`src/asbl_pkg.sv`:
```
/*
 * Package for the host-side controller of an asynchronous 16-bit SRAM
 * with two byte lanes: widths, timing figures, states and pin carrier.
 * Assumes a single 50 MHz core clock.
 */
package asbl_pkg;

	// -------------------------------------------------------------------
	// geometry
	// -------------------------------------------------------------------
	localparam int ADDR_W  = 18;
	localparam int DATA_W  = 16;
	localparam int LANE_W  = 8;

	// -------------------------------------------------------------------
	// timing: figures in ns, counts derived from the clock rate
	// -------------------------------------------------------------------
	localparam int CLK_PERIOD_NS = 20;
	// slowest grade cycle time, so any grade of the part is safe
	localparam int T_CYCLE_NS    = 15;
	localparam int T_WE_PULSE_NS = 12;
	localparam int T_ACCESS_NS   = 15;
	localparam int CYC_W         = 4;
	localparam logic [CYC_W-1:0] CYC_CYCLE =
		CYC_W'((T_CYCLE_NS + CLK_PERIOD_NS - 1) / CLK_PERIOD_NS);
	localparam logic [CYC_W-1:0] CYC_WE_PULSE =
		CYC_W'((T_WE_PULSE_NS + CLK_PERIOD_NS - 1) / CLK_PERIOD_NS);
	// one extra cycle so read data is sampled after the access time
	localparam logic [CYC_W-1:0] CYC_ACCESS =
		CYC_W'((T_ACCESS_NS + CLK_PERIOD_NS - 1) / CLK_PERIOD_NS + 1);
	localparam logic [CYC_W-1:0] CYC_ONE = 4'h1;

	// -------------------------------------------------------------------
	// states and pin carrier
	// -------------------------------------------------------------------
	typedef enum logic [2:0] {
		ST_IDLE,
		ST_RD_WAIT,
		ST_WR_SETUP,
		ST_WR_PULSE,
		ST_WR_END,
		ST_RECOVER
	} asbl_state_e;

	typedef struct packed {
		logic              chip_sel_n;
		logic              out_drive_n;
		logic              write_strobe_n;
		logic              low_byte_select_n;
		logic              high_byte_select_n;
		logic [ADDR_W-1:0] word_address;
	} asbl_pins_s;

	localparam asbl_pins_s PINS_IDLE = '{
		chip_sel_n: 1'b1, out_drive_n: 1'b1, write_strobe_n: 1'b1,
		low_byte_select_n: 1'b1, high_byte_select_n: 1'b1,
		word_address: '0};

endpackage

```
`src/asbl_host.sv`:
```
/*
 * Host controller driving an asynchronous 16-bit SRAM with byte lanes.
 * A user request (read or write, address, data, byte mask) is turned
 * into one strobe-timed pin cycle. Assumes the memory is a plain
 * asynchronous part and user inputs are synchronous to i_core_clk.
 */
module asbl_host (
	input  wire logic                         i_core_clk,
	input  wire logic                         i_nrst,
	input  wire logic                         i_req_valid,
	input  wire logic                         i_req_write,
	input  wire logic [asbl_pkg::ADDR_W-1:0]  i_req_addr,
	input  wire logic [asbl_pkg::DATA_W-1:0]  i_req_wdata,
	input  wire logic [1:0]                   i_req_lanes,
	input  wire logic                         i_retain_req,
	input  wire logic [asbl_pkg::DATA_W-1:0]  i_data_pins,
	output logic                              o_req_ready,
	output logic                              o_rd_valid,
	output logic [asbl_pkg::DATA_W-1:0]       o_rd_data,
	output logic                              o_retain_ok,
	output asbl_pkg::asbl_pins_s              o_pins,
	output logic [asbl_pkg::DATA_W-1:0]       o_data_pins,
	output logic                              o_data_pins_oe
);

	// -------------------------------------------------------------------
	// state
	// -------------------------------------------------------------------
	asbl_pkg::asbl_state_e             state_ff, nxt_state;
	logic [asbl_pkg::CYC_W-1:0]        cnt_ff, nxt_cnt;
	asbl_pkg::asbl_pins_s              pins_ff, nxt_pins;
	logic [asbl_pkg::DATA_W-1:0]       wdata_ff, nxt_wdata;
	logic                              oe_ff, nxt_oe;
	logic [asbl_pkg::DATA_W-1:0]       rdata_ff, nxt_rdata;
	logic                              rvalid_ff, nxt_rvalid;
	logic                              ready_ff, nxt_ready;
	logic                              retain_ff, nxt_retain;

	// -------------------------------------------------------------------
	// next-state logic
	// -------------------------------------------------------------------
	always_comb begin
		nxt_state  = state_ff;
		nxt_cnt    = cnt_ff;
		nxt_pins   = pins_ff;
		nxt_wdata  = wdata_ff;
		nxt_oe     = oe_ff;
		nxt_rdata  = rdata_ff;
		nxt_rvalid = 1'b0;
		nxt_ready  = 1'b0;
		nxt_retain = 1'b0;
		if (cnt_ff != '0) begin
			nxt_cnt = cnt_ff - asbl_pkg::CYC_ONE;
		end
		unique case (state_ff)
			asbl_pkg::ST_IDLE: begin
				// deselected while idle, so retention may start at once
				nxt_pins   = asbl_pkg::PINS_IDLE;
				nxt_oe     = 1'b0;
				nxt_retain = i_retain_req;
				nxt_ready  = !i_retain_req;
				if (i_req_valid && ready_ff && !i_retain_req) begin
					nxt_ready                  = 1'b0;
					// address and lanes settle with chip select falling
					nxt_pins.word_address      = i_req_addr;
					nxt_pins.chip_sel_n        = 1'b0;
					nxt_pins.low_byte_select_n = !i_req_lanes[0];
					nxt_pins.high_byte_select_n = !i_req_lanes[1];
					nxt_wdata                  = i_req_wdata;
					if (i_req_write) begin
						// output drive held off so the device never drives
						nxt_state = asbl_pkg::ST_WR_SETUP;
					end else begin
						nxt_pins.out_drive_n = 1'b0;
						nxt_cnt   = asbl_pkg::CYC_ACCESS;
						nxt_state = asbl_pkg::ST_RD_WAIT;
					end
				end
			end
			asbl_pkg::ST_RD_WAIT: begin
				// write strobe stays high throughout the read
				if (cnt_ff == asbl_pkg::CYC_ONE) begin
					nxt_rdata = i_data_pins;
					// a lane left unselected is floating: read it as zero
					if (pins_ff.low_byte_select_n) begin
						nxt_rdata[asbl_pkg::LANE_W-1:0] = '0;
					end
					if (pins_ff.high_byte_select_n) begin
						nxt_rdata[asbl_pkg::DATA_W-1:asbl_pkg::LANE_W] = '0;
					end
					nxt_rvalid = 1'b1;
					nxt_pins   = asbl_pkg::PINS_IDLE;
					nxt_cnt    = asbl_pkg::CYC_ONE;
					nxt_state  = asbl_pkg::ST_RECOVER;
				end
			end
			asbl_pkg::ST_WR_SETUP: begin
				// strobe falls a cycle after address: zero address setup met
				nxt_pins.write_strobe_n = 1'b0;
				nxt_oe    = 1'b1;
				nxt_cnt   = asbl_pkg::CYC_WE_PULSE;
				nxt_state = asbl_pkg::ST_WR_PULSE;
			end
			asbl_pkg::ST_WR_PULSE: begin
				if (cnt_ff == asbl_pkg::CYC_ONE) begin
					// strobe rises alone and ends the write
					nxt_pins.write_strobe_n = 1'b1;
					nxt_state = asbl_pkg::ST_WR_END;
				end
			end
			asbl_pkg::ST_WR_END: begin
				// data held one cycle past the terminating edge
				nxt_oe    = 1'b0;
				nxt_pins  = asbl_pkg::PINS_IDLE;
				nxt_cnt   = asbl_pkg::CYC_ONE;
				nxt_state = asbl_pkg::ST_RECOVER;
			end
			asbl_pkg::ST_RECOVER: begin
				if (cnt_ff <= asbl_pkg::CYC_ONE) begin
					nxt_state = asbl_pkg::ST_IDLE;
				end
			end
			default: begin
				nxt_state = asbl_pkg::ST_IDLE;
			end
		endcase
	end

	always_ff @(posedge i_core_clk) begin
		if (!i_nrst) begin
			state_ff  <= asbl_pkg::ST_IDLE;
			cnt_ff    <= '0;
			pins_ff   <= asbl_pkg::PINS_IDLE;
			wdata_ff  <= '0;
			oe_ff     <= 1'b0;
			rdata_ff  <= '0;
			rvalid_ff <= 1'b0;
			ready_ff  <= 1'b0;
			retain_ff <= 1'b0;
		end else begin
			state_ff  <= nxt_state;
			cnt_ff    <= nxt_cnt;
			pins_ff   <= nxt_pins;
			wdata_ff  <= nxt_wdata;
			oe_ff     <= nxt_oe;
			rdata_ff  <= nxt_rdata;
			rvalid_ff <= nxt_rvalid;
			ready_ff  <= nxt_ready;
			retain_ff <= nxt_retain;
		end
	end

	assign o_pins         = pins_ff;
	assign o_data_pins    = wdata_ff;
	assign o_data_pins_oe = oe_ff;
	assign o_rd_data      = rdata_ff;
	assign o_rd_valid     = rvalid_ff;
	assign o_req_ready    = ready_ff;
	assign o_retain_ok    = retain_ff;
endmodule

```
`config.mk`:
```
export PLATFORM = sky130hd
export DESIGN_NAME = asbl_host
export DESIGN_NICKNAME = d
export VERILOG_FILES = /design/src/asbl_pkg.sv /design/src/asbl_host.sv
export SDC_FILE = /design/constraint.sdc
export NUM_CORES = 1
export LEC_CHECK = 0
export BUFFER_PORTS_ARGS = -buffer_cell sky130_fd_sc_hd__buf_2
export CAP_MARGIN = 40
export CORE_ASPECT_RATIO = 0.9
export CORE_MARGIN = 3
export CORE_UTILIZATION = 45
export DETAILED_ROUTE_END_ITERATION = 16
export GPL_TIMING_DRIVEN = 0
export PLACE_DENSITY = 0.83
export SETUP_SLACK_MARGIN = 0.1
export SKIP_LAST_GASP = 1
export SYNTH_ARGS = -nofsm -noshare
export SYNTH_HDL_FRONTEND = slang
export SYNTH_SLANG_ARGS = --single-unit
```
`constraint.sdc`:
```
create_clock -name i_core_clk -period 1.8 [get_ports i_core_clk]
set_input_delay 0.36 -clock i_core_clk [delete_from_list [all_inputs] [get_ports i_core_clk]]
set_output_delay 0.36 -clock i_core_clk [all_outputs]
set_load 0.005 [all_outputs]
```
==> results of run 1 <==
[area by class of cell]
class / instances / area share, %
inverters: 5 / 0.4897
clock buffers: 12 / 3.526
repair buffers: 124 / 17.07
plain buffers: 30 / 4.342
clock inverters: 3 / 1.698
well taps: 70 / 2.285
multi-input cells: 218 / 36.04
flip-flops and latches: 66 / 34.54
[power groups by stage]
stage          registers [µW]  clock network [µW]  logic, µW
6_report                 1610                1300        837
3_3_place_gp             1620                   0        656
5_1_grt                  1620                1390        911
2_1_floorplan            1610                   0        487
4_1_cts                  1600                1320        778
3_5_place_dp             1630                   0        683
[worst reg2reg max path: cells and delay by family, from the launching register on]
kind,cells,cell delay (ps)
AO/OA/AOI/OAI,2,380
adder cells (fa/ha/maj),1,160
buffers and inverters,2,250
flip-flops,1,320
AND/OR/NAND/NOR,1,490
[registers in the layout, indices dropped and copies added, names as in the netlist]
register	flops
o_rd_data	16
o_req_ready	1
o_rd_valid	1
cnt_ff	4
o_data_pins	16
state_ff	3
o_data_pins_oe	1
o_retain_ok	1
o_pins	23
[stage by stage]
| step | instance area (µm²) | hold WS (ps) | setup TNS (ps) | util (%) | worst slack [ps] |
|---|---|---|---|---|---|
| after floorplan | 2810 | 439.8 | 0 | - | 161.6 |
| after CTS | 3797 | 234.0 | 0 | 64.85 | 84.10 |
| after global placement | 3473 | 451.6 | -49.18 | 59.32 | -10.07 |
| after global routing | 3832 | 244.9 | -2.941 | 65.45 | -2.292 |
| final | 3832 | 243.4 | 0 | 65.45 | 45.38 |
| after detailed placement | 3473 | 455.5 | -1280 | 59.32 | -79.68 |
[final timing paths]
path / to / slack (ps) / depth (start not counted) / startpoint
worst max-delay path: cnt_ff[3] / 50 / 6 / cnt_ff[1]
worst min-delay path: o_req_ready / 240 / 2 / i_retain_req
worst max register to register: cnt_ff[3] / 50 / 6 / cnt_ff[1]
worst min register to register: o_pins[4] / 460 / 2 / o_pins[4]
[metal layers]
layer / GRT usage, % / up-vias / part of all wire, %
li1: - / 1422 / -
met1: 31.05 / 1405 / 42
met2: 37.26 / 115 / 49
met3: 7.302 / 21 / 7.2
met4: 9.077 / 0 / 2.1
met5: 0 / - / 0
[cell usage after synthesis (2+ instances only)]
master,number
dfxtp_1,66
nand2_1,43
a21oi_1,35
o21ai_0,34
nand3_1,20
o22ai_1,18
clkbuf_1,16
nand4b_1,16
buf_2,6
nor2_1,6
inv_1,5
ha_1,3
mux2i_1,3
nor3_1,3
a211oi_1,2
and2b_2,2
and3_1,2
buf_1,2
buf_6,2
clkbuf_2,2
clkbuf_8,2
o32a_2,2
or3_1,2
[cell families after synthesis]
group	Yosys count	synth area share, %
AO/OA/AOI/OAI	104	22.62
XOR/XNOR	1	0.3117
adder cells (fa/ha/maj)	3	1.336
buffers and inverters	35	6.278
flip-flops	66	47.02
multiplexers	4	1.469
AND/OR/NAND/NOR	106	20.97
[repair_timing]
item	4_1_cts	5_1_grt
resized for setup	17	11
setup endpoints to repair	26	38
setup buffers	6	1
gates cloned	2	0
pin swaps	2	1
==> qor.txt, run 1 <==
CTS buffer count - 9
share of layout cells above drive strength 1 - 39.52%
antenna violations before repair - 0
period utilisation layout - 97.48%
Worst VDD drop - 0.6280 mV
# H-tree levels - 3
CTS clk-pin slew, worst paths - 70 ps
Switching Fraction - 27.56%
Tightest Hold Check Type - in -> reg
Post-synth EDFFs - 0
most common cell after layout, fill and taps aside - buf_2
worst path arrival time - 1950 ps
PD cells - 978.8 mW/mm²
Clk Latency, worst-skew pair - 340 ps
CTS Hold Buffers Added - 0
die area - 0.007231 mm²
synth warn - 0
CTS tree - built
multi-input logic area - 0.001381 mm²
critical path class - reg -> reg
GP Congestion - 0.8780
DRT Pass-1 Iters - 5
worst-margin pin slew - 582.7 ps
switching power - 1034 µW
Via-to-Cell Ratio - 5.612
Cell Int Power - 2717 µW
max-slew violations - 0
Clock Root Buffer - clkbuf_8
Longest Clk Path Bufs - 2
WP buf/inv - 2
via count - 2,963
Synth area leaders - dfxtp_1 47%, a21oi_1 6.2%, o21ai_0 6.1%
final-stage net count - 514
CP top delay family - simple AND/OR/NAND/NOR gates
routed length per instance - 15.85 µm
Crit Path Max Fanout - 7
global route overflow - 0
Yosys top cell by area - dfxtp_1
Comb power frac - 22.3%
IO buf count - 115
Placed Cells - 504
Max Cap Viol - 0
clock power share - 34.7%
DRC Markers - 0
clk sinks - 66
Diodes inserted - 0
# fillers - 468
starting density of the core - 47.99%
sequential cell area fraction in the yosys report - 47.02%
Worst EP required - 2000 ps
gate count of the mapped netlist - 319
Reg power frac - 43.0%
Netlist Area Pre-Place - 0.002810 mm²
vias in the first global route - 2,870
cell chain of the critical path - inv_2, ha_4, or4b_4, a21oi_4, buf_6, a211oi_2
average cell area after synthesis - 8.809 µm²
Async SR Flop Fraction - 0%
RSZ-0062 raised after global routing - yes
largest net degree at the start of global routing - 11
fmax - 0.5699 GHz
Slew Limit Headroom - 61.15%
Reg area - 0.001324 mm²
CP Launch Type - flop
commonest non-fill, non-tap cells in the layout - 119 x buf_2, 64 x dfxtp_1, 43 x nand2_1
Die Ht - 80.97 µm
Layout Skew - 6.885 ps
top cell type's share of synthesized area - 47.02%
Tot GR Track Use - 23.91%
Yosys reg bits - 66
setup violators final - 0
Synth Flop Type - dfxtp_1
leak pwr - 0.001644 µW
Detail Placement HPWL - 5702 µm
CP max stage delay - 490 ps
Netlist cell types - 50
Slowest cell on crit path - or4b_4
Final Hold Vio Count - 0
Die Wd - 89.30 µm
Antenna Violating Nets Remaining - 0
row cnt - 26
core footprint - 0.005856 mm²
crit path capture type - flop
final wirelength - 8370 µm
status - completed
first-pass GRT wire length - 13,520 µm
Area Overhead vs Synth - 36.38%
min Tclk post-route - 1755 ps
Non-Filler Instances - 528
Starting DRT DRC Count - 308
syn nets - 379
Power Total - 3751 µW
IO Count - 116
(Power assumes the default switching activity.)
==> run 2, diff against run 1 <==
--- a/config.mk
+++ b/config.mk
@@ -7,7 +7,7 @@
 export LEC_CHECK = 0
 export BUFFER_PORTS_ARGS = -buffer_cell sky130_fd_sc_hd__buf_2
 export CAP_MARGIN = 40
-export CORE_ASPECT_RATIO = 0.9
+export CORE_ASPECT_RATIO = 1.2
 export CORE_MARGIN = 3
 export CORE_UTILIZATION = 45
 export DETAILED_ROUTE_END_ITERATION = 16
==> run 2 against run 1 <==
Via count down 0.17%. Routed wire length down 1.6%. Setup slack better by 0.67 ps. Total power up 0.58%. Clock power up 5%. Hold slack better by 15 ps. Sequential cell count unchanged. Die area about the same. Utilization up 0.24 points. Maximum frequency about the same. Combinational power down 4.3%. Count of clock-buffer cells in the layout up 2. Largest power group unchanged.
==> qor.txt, run 2 (synthesized netlist as in run 1, its figures left out) <==
Clk Latency, worst-skew pair - 330 ps (about the same)
PD cells - 980.9 mW/mm² (+0.22%)
antenna violations before repair - 0 (unchanged)
Hold Path Cell Cnt - 2 (unchanged)
period utilisation layout - 97.44% (about the same)
met3 Use GR - 6.518% (-0.78 points)
Die Wd - 78.14 µm (-12%)
RSZ-0062 raised after global routing - yes
global route overflow - 0 (unchanged)
core footprint - 0.005856 mm² (unchanged)
worst-margin pin slew - 537.5 ps (-45.22 ps)
Diodes inserted - 0 (unchanged)
Clock Root Buffer - clkbuf_8
via count - 2,958 (-0.17%)
clk sinks - 66 (unchanged)
DRT Pass-1 Iters - 8 (+3)
fmax - 0.5701 GHz (about the same)
r2r worst-path depth - 6 (unchanged)
GRT Max-Usage Layer - met2
CTS buffer count - 9 (unchanged)
Worst EP required - 2050 ps (+50 ps)
Tot GR Track Use - 22.59% (-1.3 points)
max-slew violations - 0 (unchanged)
Global Route met1 Usage - 26.76% (-4.3 points)
status - completed
largest net degree at the start of global routing - 11 (unchanged)
row cnt - 30 (+15%)
# H-tree levels - 3 (unchanged)
vias in the first global route - 2,829 (-1.4%)
final-stage net count - 511 (-0.58%)
commonest non-fill, non-tap cells in the layout - 121 x buf_2, 64 x dfxtp_1, 43 x nand2_1
Largest register FFs - 23 (unchanged)
Layout Skew - 4.511 ps (-2.373 ps)
Tightest Hold Check Type - in -> reg
Crit Path Max Fanout - 5 (-2)
routed length per instance - 15.40 µm (-2.8%)
Via-to-Cell Ratio - 5.529 (-1.5%)
IO buf count - 115 (unchanged)
critical path class - reg -> reg
Power Total - 3773 µW (+0.58%)
min Tclk post-route - 1754 ps (-0.6710 ps)
Longest Clk Path Bufs - 2 (unchanged)
Antenna Violating Nets Remaining - 0 (unchanged)
CTS clk-pin slew, worst paths - 70 ps (about the same)
setup violators final - 0 (unchanged)
Die Ht - 92.57 µm (+14%)
IO Count - 116 (unchanged)
leak pwr - 0.001645 µW (about the same)
Worst VDD drop - 0.5554 mV (-12%)
CTS Hold Buffers Added - 0 (unchanged)
Area Overhead vs Synth - 36.87%
placed cell areas - 0.003486 mm² (+0.36%)
most common cell after layout, fill and taps aside - buf_2
CTS tree - built
die area - 0.007233 mm² (about the same)
crit path capture type - flop
Detail Placement HPWL - 5760 µm (+1.0%)
final wirelength - 8240 µm (-1.6%)
first-pass GRT wire length - 13,150 µm (-2.7%)
Starting DRT DRC Count - 251 (-19%)
worst path arrival time - 2000 ps (+50 ps)
routing usage on met2 - 38.36% (+1.1 points)
DRC Markers - 0 (unchanged)
Max Cap Viol - 0 (unchanged)
Slew Limit Headroom - 64.17% (+3.0 points)
Final Cell Area - 0.003846 mm² (+0.36%)
starting density of the core - 47.99% (unchanged)
Final Hold Vio Count - 0 (unchanged)
CP Launch Type - flop
Non-Filler Instances - 535 (+1.3%)
GP Congestion - 0.8274 (-5.8%)
share of layout cells above drive strength 1 - 40.00% (+0.48 points)
Placed Cells - 514 (+2.0%)
run 2: path summary, 6_finish.rpt:
path | start | end | slack [ps]
max | cnt_ff[1] | o_pins[21] | 50
min | i_retain_req | o_req_ready | 260
max reg2reg | cnt_ff[1] | o_pins[21] | 50
min reg2reg | o_pins[7] | o_pins[7] | 470
run 2: through the flow:
step / TNS [ps] / worst slack [ps] / util [%] / hold slack [ps]
after global routing: -53.25 / -29.09 / 65.68 / 256.2
after global placement: 0 / 14.82 / 59.53 / 452.6
final: 0 / 46.05 / 65.68 / 258.2
after detailed placement: -342.3 / -29.82 / 59.53 / 456.6
after CTS: 0 / 103.0 / 64.02 / 244.7
after floorplan: 0 / 161.6 / - / 439.8
run 2: per-layer routing:
layer	part of all wire, %	wire length, µm
met2	52	4261
met4	1.7	143
met3	6.4	527
met5	0	0
met1	40	3308
run 2: area by class of cell:
class	count	area (µm²)
inverters	5	21.27
repair buffers	121	628.1
multi-input cells	218	1386
clock inverters	1	30.03
flip-flops and latches	66	1326
fillers	504	2009
plain buffers	30	161.4
clock buffers	14	192.7
well taps	80	100.1
run 2: worst max-delay path, stage by stage, from the launching register on:
cell,delay [ps]
dfxtp_2,340
inv_4,70
ha_4,140
or4b_4,480
a21oi_4,290
buf_6,150
mux2i_1,200
run 2: power by group:
part	leakage (µW)	internal (µW)	total, µW	switching [µW]
registers	0.000535	1530	1620	84.2
clock network	0.000115	822	1360	533
logic	0.000995	400	801	401
total	0.00164	2750	3770	1020
run 2: timing repair:
item / 4_1_cts / 5_1_grt
resized for setup: 6 / 21
endpoints found under the setup margin: 21 / 43
pin swaps: 1 / 2
hold endpoints to repair: 0 / 0
cloned: 1 / 0
buffers inserted: 2 / 3
==> run 3, diff against run 2 <==
--- a/config.mk
+++ b/config.mk
@@ -13,7 +13,7 @@
 export DETAILED_ROUTE_END_ITERATION = 16
 export GPL_TIMING_DRIVEN = 0
 export PLACE_DENSITY = 0.83
-export SETUP_SLACK_MARGIN = 0.1
+export SETUP_SLACK_MARGIN = 0.4
 export SKIP_LAST_GASP = 1
 export SYNTH_ARGS = -nofsm -noshare
 export SYNTH_HDL_FRONTEND = slang
==> constraint.sdc (replaced) <==
create_clock -name i_core_clk -period 1.8 [get_ports i_core_clk]
set_input_delay 0.09 -clock i_core_clk [delete_from_list [all_inputs] [get_ports i_core_clk]]
set_output_delay 0.09 -clock i_core_clk [all_outputs]
set_load 0.005 [all_outputs]
==> run 3 against run 2 <==
Count of clock-buffer cells in the layout fell by 1. Total power grew 4.7%. Clock power down 5%. Non-clock buffer count grew 20. Combinational power increased by 29%. Setup slack improved by 120 ps. Critical path depth increased by 1. Sequential share of layout area fell by 3.2 points. First-iteration DRC count down 15%. Register-to-register slack improved by 120 ps. Critical path type unchanged. Critical endpoint is now cnt_ff[3].
==> qor.txt, run 3 (synthesized netlist as in run 1, its figures left out) <==
Worst VDD drop - 0.5706 mV (+2.7%)
global route overflow - 0 (unchanged)
cell chain of the critical path - inv_2, ha_4, or4b_4, a21oi_4, buf_6, buf_6, a211oi_2
Tightest Hold Check Type - in -> reg
max-slew violations - 0 (unchanged)
Starting DRT DRC Count - 213 (-15%)
clk sinks - 66 (unchanged)
most common cell after layout, fill and taps aside - buf_2
GP Congestion - 0.8665 (+4.7%)
IO buf count - 115 (unchanged)
Final Hold Vio Count - 0 (unchanged)
Antenna Violating Nets Remaining - 0 (unchanged)
cell count along the critical path - 7 (+1)
Non-Filler Instances - 555 (+3.7%)
CTS buffer count - 9 (unchanged)
antenna violations before repair - 0 (unchanged)
starting density of the core - 47.99% (unchanged)
first-pass GRT wire length - 14,010 µm (+6.6%)
crit path capture - cnt_ff[3]
period utilisation layout - 90.67% (-6.8 points)
fmax - 0.6127 GHz (+7.5%)
setup violators final - 0 (unchanged)
routed length per instance - 15.81 µm (+2.7%)
Die Ht - 92.57 µm (unchanged)
hold slack - 5.504 ps (-252.7 ps)
Longest Clk Path Bufs - 2 (unchanged)
Max Cap Viol - 0 (unchanged)
r2r worst-path depth - 7 (+1)
IO Count - 116 (unchanged)
CP Launch Type - flop
Largest register FFs - 23 (unchanged)
worst-margin pin slew - 582.4 ps (+44.87 ps)
setup_tns - 0 ps (unchanged)
Detail Placement HPWL - 5549 µm (-3.7%)
critical path class - reg -> reg
crit path from - cnt_ff[1]
row cnt - 30 (unchanged)
DRT Pass-1 Iters - 7 (-1)
Area Overhead vs Synth - 51.07%
RSZ-0062 raised after global routing - yes
leak pwr - 0.001787 µW (+8.7%)
worst r2r dst - cnt_ff[3]
commonest non-fill, non-tap cells in the layout - 116 x buf_2, 61 x dfxtp_1, 43 x nand2_1
PD cells - 930.6 mW/mm² (-5.1%)
Worst path most repeated cell - buf_6
Tot GR Track Use - 23.94% (+1.4 points)
CP top delay family - simple AND/OR/NAND/NOR gates
crit path capture type - flop
status - completed
final-stage net count - 531 (+3.9%)
via count - 3,016 (+2.0%)
core footprint - 0.005856 mm² (unchanged)
min Tclk post-route - 1632 ps (-121.9 ps)
Slowest cell on crit path - or4b_4
Placed Cells - 514 (unchanged)
worst path arrival time - 1840 ps (-160 ps)
worst r2r src - cnt_ff[1]
Diodes inserted - 0 (unchanged)
Crit Path Max Fanout - 5 (unchanged)
# fillers - 432 (-14%)
DRC Markers - 0 (unchanged)
Clock Root Buffer - clkbuf_8
WP buf/inv - 3 (+1)
final wirelength - 8776 µm (+6.5%)
share of layout cells above drive strength 1 - 46.11% (+6.1 points)
Slew Limit Headroom - 61.18% (-3.0 points)
Via-to-Cell Ratio - 5.434 (-1.7%)
CTS tree - built
Clk Latency, worst-skew pair - 340 ps (about the same)
Layout Skew - 10.87 ps (+6.358 ps)
Worst EP required - 2010 ps (-40 ps)
vias in the first global route - 2,919 (+3.2%)
CP max stage delay - 480 ps (about the same)
largest net degree at the start of global routing - 11 (unchanged)
die area - 0.007233 mm² (unchanged)
CTS clk-pin slew, worst paths - 70 ps (about the same)
reg2reg setup slack - 170 ps (+120 ps)
Die Wd - 78.14 µm (unchanged)
# H-tree levels - 3 (unchanged)
==> run 3: routing by layer <==
layer | GRT usage [%] | share of wire, % | vias to the layer above
met5 | 0 | 0 | -
met4 | 7.580 | 1.5 | 0
met2 | 40.79 | 51 | 105
met3 | 6.226 | 6.0 | 13
li1 | - | - | 1457
met1 | 29.41 | 42 | 1441
==> run 3: final cells by class <==
class	instances	area (µm²)	share of cell area [%]
repair buffers	141	837.1	19.72
clock inverters	2	35.03	0.8252
inverters	5	18.77	0.4421
flip-flops and latches	66	1330	31.33
clock buffers	13	168.9	3.979
well taps	80	100.1	2.358
multi-input cells	218	1511	35.60
plain buffers	30	244.0	5.747
==> run 3: worst min-delay path by stage <==
stage | startpoint | depth (start not counted) | endpoint
after global routing | i_req_addr[1] | 3 | o_pins[1]
after detailed placement | i_retain_req | 2 | o_req_ready
final | i_req_wdata[4] | 3 | o_data_pins[4]
after CTS | i_req_addr[13] | 3 | o_pins[13]
after floorplan | i_retain_req | 1 | o_req_ready
after global placement | i_retain_req | 2 | o_req_ready
==> run 3: through the flow <==
stage          setup slack (ps)  total power [µW]  instance area, µm²  util (%)
2_1_floorplan             249.0              2124                2829         -
3_3_place_gp              99.41              2309                3505     59.85
3_5_place_dp              66.31              2333                3505     59.85
4_1_cts                   190.9              3864                4135     70.62
5_1_grt                   117.5              4111                4245     72.50
6_report                  167.9              3951                4245     72.50
==> run 3: worst reg2reg max path, delay by kind of cell (launching register included) <==
kind | cells | cell delay (ps)
compound gates | 2 | 230
fa+ha+maj | 1 | 130
buf+inv | 3 | 350
flops | 1 | 320
simple gates | 1 | 480
==> run 3: power breakdown <==
part           switching (µW)  internal [µW]
logic                     466            566
clock network             545            745
registers                94.0           1530
==> run 3: timing repair <==
item / in CTS / in global routing
resized for setup: 62 / 44
hold endpoints to repair: 10 / 0
cloned: 4 / 0
hold buffers: 11 / 0
buffers inserted: 10 / 1
endpoints found under the setup margin: 52 / 62
pin swaps: 14 / 17
